**src/pkg/oamx_pkg.sv**
```systemverilog
// package for the or/and-move instruction execute block
// assumes a 14-bit instruction word and 8-bit data path
package oamx_pkg;
    // ****************************************************************
    // widths and field positions
    // ****************************************************************
    localparam int INSTR_W = 14;
    localparam int DATA_W = 8;
    localparam int ADDR_W = 7;
    localparam int DIR_BIT = 7;
    // ****************************************************************
    // opcode patterns
    // ****************************************************************
    localparam logic [5:0] OP_OR_LIT = 6'h38;
    localparam logic [5:0] OP_OR_REG = 6'h04;
    localparam logic [5:0] OP_MOVE_REG = 6'h08;
    localparam logic [3:0] OP_LOAD_LIT = 4'hc;
    // ****************************************************************
    // reset values
    // ****************************************************************
    localparam logic [7:0] ACC_RST = 8'h00;
    localparam logic ZERO_RST = 1'b0;

    typedef enum logic [2:0] {
        OAMX_NONE,
        OAMX_OR_LIT,
        OAMX_OR_REG,
        OAMX_MOVE_REG,
        OAMX_LOAD_LIT
    } oamx_op_t;

    // register file write request
    typedef struct packed {
        logic we;
        logic [6:0] addr;
        logic [7:0] data;
    } oamx_fwr_t;
endpackage

```
**src/hw/oamx_exec.sv**
```systemverilog
// execute logic for four single-word instructions
// holds the working accumulator and the zero flag; the other status
// bits and the program counter stay with the rest of the core
// assumes the fetch stage presents one instruction per cycle with a valid
// strobe and the register file answers reads combinationally
`timescale 1ns/10ps
`default_nettype none
module oamx_exec (
    input wire logic i_ref_clk,
    input wire logic i_nrst,
    input wire logic i_instr_valid,
    input wire logic [13:0] i_instr,
    output logic [6:0] o_file_raddr,
    input wire logic [7:0] i_file_rdata,
    output oamx_pkg::oamx_fwr_t o_file_wr,
    output logic [7:0] o_acc,
    output logic o_zero,
    output logic o_handled
);
    // ****************************************************************
    // decode
    // ****************************************************************
    function automatic oamx_pkg::oamx_op_t oamx_decode(input logic [13:0] ins);
        if (ins[13:8] == oamx_pkg::OP_OR_LIT) begin
            return oamx_pkg::OAMX_OR_LIT;
        end else if (ins[13:8] == oamx_pkg::OP_OR_REG) begin
            return oamx_pkg::OAMX_OR_REG;
        end else if (ins[13:8] == oamx_pkg::OP_MOVE_REG) begin
            return oamx_pkg::OAMX_MOVE_REG;
        end else if (ins[13:10] == oamx_pkg::OP_LOAD_LIT) begin // bits 9:8 ignored
            return oamx_pkg::OAMX_LOAD_LIT;
        end else begin
            return oamx_pkg::OAMX_NONE;
        end
    endfunction

    // ****************************************************************
    // instruction fields and destination decode
    // ****************************************************************
    function automatic logic [6:0] oamx_file_addr(input logic [13:0] ins);
        return ins[6:0];
    endfunction

    function automatic logic [7:0] oamx_literal(input logic [13:0] ins);
        return ins[7:0];
    endfunction

    // register forms only; d=1 turns the accumulator update into a file write
    function automatic logic oamx_writes_file(input oamx_pkg::oamx_op_t kind, input logic dir);
        logic w;
        w = 1'b0;
        unique case (kind)
            oamx_pkg::OAMX_OR_REG: begin
                w = dir;
            end
            oamx_pkg::OAMX_MOVE_REG: begin
                w = dir;
            end
            oamx_pkg::OAMX_OR_LIT, oamx_pkg::OAMX_LOAD_LIT, oamx_pkg::OAMX_NONE: begin
                w = 1'b0;
            end
        endcase
        return w;
    endfunction

    function automatic logic oamx_writes_acc(input oamx_pkg::oamx_op_t kind, input logic dir);
        logic w;
        w = 1'b0;
        unique case (kind)
            oamx_pkg::OAMX_OR_LIT, oamx_pkg::OAMX_LOAD_LIT: begin
                w = 1'b1;
            end
            oamx_pkg::OAMX_OR_REG, oamx_pkg::OAMX_MOVE_REG: begin
                w = ~dir;
            end
            oamx_pkg::OAMX_NONE: begin
                w = 1'b0;
            end
        endcase
        return w;
    endfunction

    // the literal load is the one form here that leaves the flags alone
    function automatic logic oamx_sets_zero(input oamx_pkg::oamx_op_t kind);
        logic s;
        s = 1'b0;
        unique case (kind)
            oamx_pkg::OAMX_OR_LIT, oamx_pkg::OAMX_OR_REG: begin
                s = 1'b1;
            end
            oamx_pkg::OAMX_MOVE_REG: begin
                s = 1'b1; // zero test even with d=1
            end
            oamx_pkg::OAMX_LOAD_LIT, oamx_pkg::OAMX_NONE: begin
                s = 1'b0; // flags untouched
            end
        endcase
        return s;
    endfunction

    function automatic logic oamx_is_zero(input logic [7:0] v);
        return (v == 8'h00);
    endfunction

    oamx_pkg::oamx_op_t op;
    logic [7:0] lit;
    logic to_file;
    logic [7:0] result;
    logic upd_zero;
    logic upd_acc;

    assign op = i_instr_valid ? oamx_decode(i_instr) : oamx_pkg::OAMX_NONE;
    assign lit = oamx_literal(i_instr);
    assign to_file = i_instr[oamx_pkg::DIR_BIT];
    assign o_file_raddr = oamx_file_addr(i_instr);
    assign upd_acc = oamx_writes_acc(op, to_file);
    assign upd_zero = oamx_sets_zero(op);

    // ****************************************************************
    // file operand
    // ****************************************************************
    // the write port is registered, so a write issued in the last cycle
    // has not reached the register file yet; forwarding it keeps
    // back-to-back instructions on one register single-cycle
    logic fwd_hit;
    logic [7:0] file_val;

    assign fwd_hit = o_file_wr.we && (o_file_wr.addr == oamx_file_addr(i_instr));
    assign file_val = fwd_hit ? o_file_wr.data : i_file_rdata;

    // ****************************************************************
    // datapath
    // ****************************************************************
    always_comb begin
        result = 8'h00;
        unique case (op)
            oamx_pkg::OAMX_OR_LIT: begin
                result = o_acc | lit;
            end
            oamx_pkg::OAMX_OR_REG: begin
                result = o_acc | file_val;
            end
            oamx_pkg::OAMX_MOVE_REG: begin
                result = file_val;
            end
            oamx_pkg::OAMX_LOAD_LIT: begin
                result = lit;
            end
            oamx_pkg::OAMX_NONE: begin
                result = 8'h00;
            end
        endcase
    end

    oamx_pkg::oamx_fwr_t next_file_wr;
    logic next_handled;

    always_comb begin
        next_file_wr.we = oamx_writes_file(op, to_file);
        next_file_wr.addr = oamx_file_addr(i_instr);
        next_file_wr.data = result;
        next_handled = (op != oamx_pkg::OAMX_NONE);
    end

    // ****************************************************************
    // working accumulator
    // ****************************************************************
    // idle cycles and foreign opcodes leave it as it was
    always_ff @(posedge i_ref_clk) begin
        if (!i_nrst) begin
            o_acc <= oamx_pkg::ACC_RST;
        end else if (upd_acc) begin
            o_acc <= result;
        end
    end

    // ****************************************************************
    // zero flag
    // ****************************************************************
    // a literal load may sit between a zero test and the code that reads
    // the flag without disturbing it
    always_ff @(posedge i_ref_clk) begin
        if (!i_nrst) begin
            o_zero <= oamx_pkg::ZERO_RST;
        end else if (upd_zero) begin
            o_zero <= oamx_is_zero(result);
        end
    end

    // ****************************************************************
    // file write request
    // ****************************************************************
    // registered so data outputs come from flip-flops; the price is the
    // forwarding path on the file operand
    always_ff @(posedge i_ref_clk) begin
        if (!i_nrst) begin
            o_file_wr <= '0;
        end else begin
            o_file_wr <= next_file_wr;
        end
    end

    // ****************************************************************
    // retire pulse
    // ****************************************************************
    // a foreign opcode or an idle cycle gives no pulse
    always_ff @(posedge i_ref_clk) begin
        if (!i_nrst) begin
            o_handled <= 1'b0;
        end else begin
            o_handled <= next_handled;
        end
    end
endmodule // oamx_exec
`default_nettype wire

```
**config.mk**
```make
export PLATFORM = sky130hd
export DESIGN_NAME = oamx_exec
export DESIGN_NICKNAME = d
export VERILOG_FILES = /design/src/pkg/oamx_pkg.sv /design/src/hw/oamx_exec.sv
export SDC_FILE = /design/constraint.sdc
export NUM_CORES = 1
export LEC_CHECK = 0
export BUFFER_PORTS_ARGS = -buffer_cell sky130_fd_sc_hd__buf_2
export CAP_MARGIN = 10
export CORE_UTILIZATION = 45
export DETAILED_ROUTE_END_ITERATION = 12
export PLACE_DENSITY = 0.76
export SLEW_MARGIN = 20
export SYNTH_ARGS = -nofsm -noshare
export SYNTH_HDL_FRONTEND = slang
export SYNTH_SLANG_ARGS = --single-unit
```
**constraint.sdc**
```tcl
create_clock -name i_ref_clk -period 4.65 [get_ports i_ref_clk]
set_input_delay 0.2325 -clock i_ref_clk [delete_from_list [all_inputs] [get_ports i_ref_clk]]
set_output_delay 0.2325 -clock i_ref_clk [all_outputs]
set_load 0.03 [all_outputs]
```
==> out/summary.txt <==
Rows -> 19
Register area -> 520.5 µm²
CP cell instances -> xnor2_1 -> nand4_2 -> or2_1 -> a311oi_1 -> nand4_1 -> o41ai_2
Root Buffer -> clkbuf_4
Asr flop ratio synth -> 0%
Rel. slew slack -> 32.90%
Seq/Total Area, Yosys -> 38.99%
Met3 Use GR -> 5.069%
Wire length per cell -> 15.16 µm
Ant. Diodes -> 0
DRC Markers -> 0
TritonCTS buffer count -> 3
Vias in the first global route -> 1,202
Post-placement cell count -> 213
Power Dens Cells -> 267.7 mW/mm²
DRT Pass-1 Iters -> 4
Status -> finished, final reports clean
Met1 Use GR -> 26.47%
Max-Cap Viols -> 0
Vias per Instance -> 5.876
Hold Vio Cnt, Final -> 0
Multi-input gate area -> 720.7 µm²
CP max stage delay -> 510 ps
Maximum net fanout on the critical path -> 9
Gr usage total -> 21.29%
Via count of the routed design -> 1,275
Global-route met2 utilization -> 35.97%
Share of cells above drive strength 1 -> 40.86%
Synth top area share -> 38.99%
Clk Latency, worst-skew pair -> 320 ps
Fillers -> 250
Core box area -> 0.002781 mm²
I/O pins -> 58
Clock skew -> 1.085 ps
Worst r2r src -> o_file_wr[13]
Die Width -> 56.47 µm
Initial antenna violation count -> 0
First-pass GRT wire length -> 5.319 mm
Busiest grt layer -> met2
Yosys Warn Count -> 0
CP startpoint kind -> register
Reg2Reg Depth -> 6
Req. time, crit path -> 4890 ps
Reg2reg setup slack -> 2430 ps
Largest area contributor in the netlist -> dfxtp_1
Fin area -> 0.001609 mm²
Synth Register Bits -> 26
Kind of end point of the critical path -> register
FF-to-FF End -> o_zero
Pin count of the biggest net entering global routing -> 18
Final ANT Viol Nets -> 0
Post-synthesis instance total -> 139
Clock sink count -> 26
CP Class -> register to register
DP HPWL -> 2.520 mm
Clock tree buffer depth -> 2
Leakage -> 0.6832 nW
Unrepaired setup endpoints after global routing -> no
Slew Limit Fails -> 0
Class of the worst hold path -> input port to register
Fin cells -> 217
FMAX -> 0.4504 GHz
Die height -> 56.47 µm
Worst Path Arrival -> 2460 ps
Distinct cells, synth -> 36
Tcrit/Tclk final -> 47.75%
Post-synth net total -> 164
Hold Path End -> o_file_wr[8]
Most used flip-flop cell after synthesis -> dfxtp_1
Post-cts resize count -> 0
IO Port Bufs -> 57
Worst Hold Launch -> i_instr[0]
Fin crit period -> 2220 ps
Die area -> 0.003188 mm²
Final nets -> 212
Area growth, synth to finish -> 20.52%
Post-CTS setup buffers -> 0
CTS tree -> done
Final setup fails -> 0
Placed cell areas -> 0.001568 mm²
Final wirelength -> 3.289 mm
Initial core utilization -> 48.00%
Clk pin slew, worst setup/hold paths -> 130 ps
Post-synth EDFFs -> 0
Initial drt markers -> 37
Peak VDD IR -> 0.2356 mV
Slew @ Worst Pin -> 1005 ps
Critical path's slowest cell -> a311oi_1
Hold path cells -> 2
Grt ovf -> 0
Hold_buf cts -> 0
Htree depth -> 1
GPL Wtd Cong -> 0.8863
Setup_tns -> 0 ps
Syn_area_per_cell -> 9.605 µm²
Synthesized area -> 0.001335 mm²
Synth area leaders -> dfxtp_1 39%, xnor2_1 5.2%, nor2_1 4.8%
[critical path: cells and delay by family, from the launching register on]
family | cells | cell delay [ps]
simple gates | 3 | 880
flops | 1 | 340
compound gates | 2 | 730
xor+xnor | 1 | 180
[per-layer routing]
layer	share of wire, %	vias to the layer above
met4	1.2	0
met3	6.3	8
met1	43	593
li1	-	619
met5	0	-
met2	50	55
[cell usage in the layout, fill, tap and decap left out, types with 2 or more instances in the layout]
cell type / instances
nor3_1: 8
clkbuf_4: 3
a22o_1: 7
a211oi_1: 8
and3_1: 2
a311oi_1: 4
nand4_2: 2
a21boi_2: 2
buf_2: 57
and2_1: 7
nand4_1: 10
dfxtp_1: 26
nand4b_1: 2
xnor2_1: 8
nor2_1: 17
a311oi_2: 4
[report_power, final]
part	switching, mW	total [mW]	internal [mW]
Clock	0.0653	0.113	0.0479
Combinational	0.0543	0.0829	0.0287
Sequential	0.00467	0.235	0.230
[cell type report]
cell class	instances	share of cell area, %
inverters	2	0.4666
repair buffers	57	17.73
clock buffers	4	2.255
flip-flops and latches	26	32.35
multi-input cells	97	44.79
well taps	31	2.411
[cell families after synthesis]
group,count (synthesis),synth area share [%]
AO/OA/AOI/OAI,31,22.49
flip-flops,26,38.99
buffers and inverters,16,7.404
XOR/XNOR,9,6.467
AND/OR/NAND/NOR,57,24.65
[flip-flops by register name (all words and copies together) (netlist names)]
name / cells
o_zero: 1
o_handled: 1
o_file_wr: 16
o_acc: 8
[Yosys cell counts (2+ instances only)]
cell type / number
nand4_2: 2
clkbuf_1: 2
nor2_1: 17
a21boi_2: 2
buf_2: 4
a311oi_1: 4
nand4b_1: 2
buf_4: 7
and2_1: 7
a211oi_1: 8
dfxtp_1: 26
and3_1: 2
a311oi_2: 4
nor3_1: 8
xnor2_1: 8
a22o_1: 7
nand4_1: 10
[how the worst max path moves through the flow]
stage / slack, ps / depth (start not counted) / startpoint / endpoint
detailed placement: 2010 / 7 / i_instr[9] / o_acc[2]
floorplan: 2570 / 7 / o_file_wr[14] / o_zero
CTS: 2350 / 7 / i_instr[9] / o_acc[2]
global placement: 2120 / 7 / i_instr[9] / o_acc[2]
finish: 2430 / 6 / o_file_wr[13] / o_zero
global route: 2180 / 6 / o_file_wr[8] / o_zero
[per-stage QoR]
step / hold WS, ps / utilization, % / worst slack [ps] / total power [mW]
after floorplan: 354.2 / - / 2567 / 0.2958
after global placement: 478.9 / 56.37 / 2117 / 0.3200
after detailed placement: 489.8 / 56.37 / 2008 / 0.3218
after CTS: 148.3 / 57.67 / 2351 / 0.4334
after global routing: 148.1 / 57.85 / 2184 / 0.4526
final: 156.2 / 57.85 / 2430 / 0.4307
Note: power is estimated with default switching activity, not from simulation.
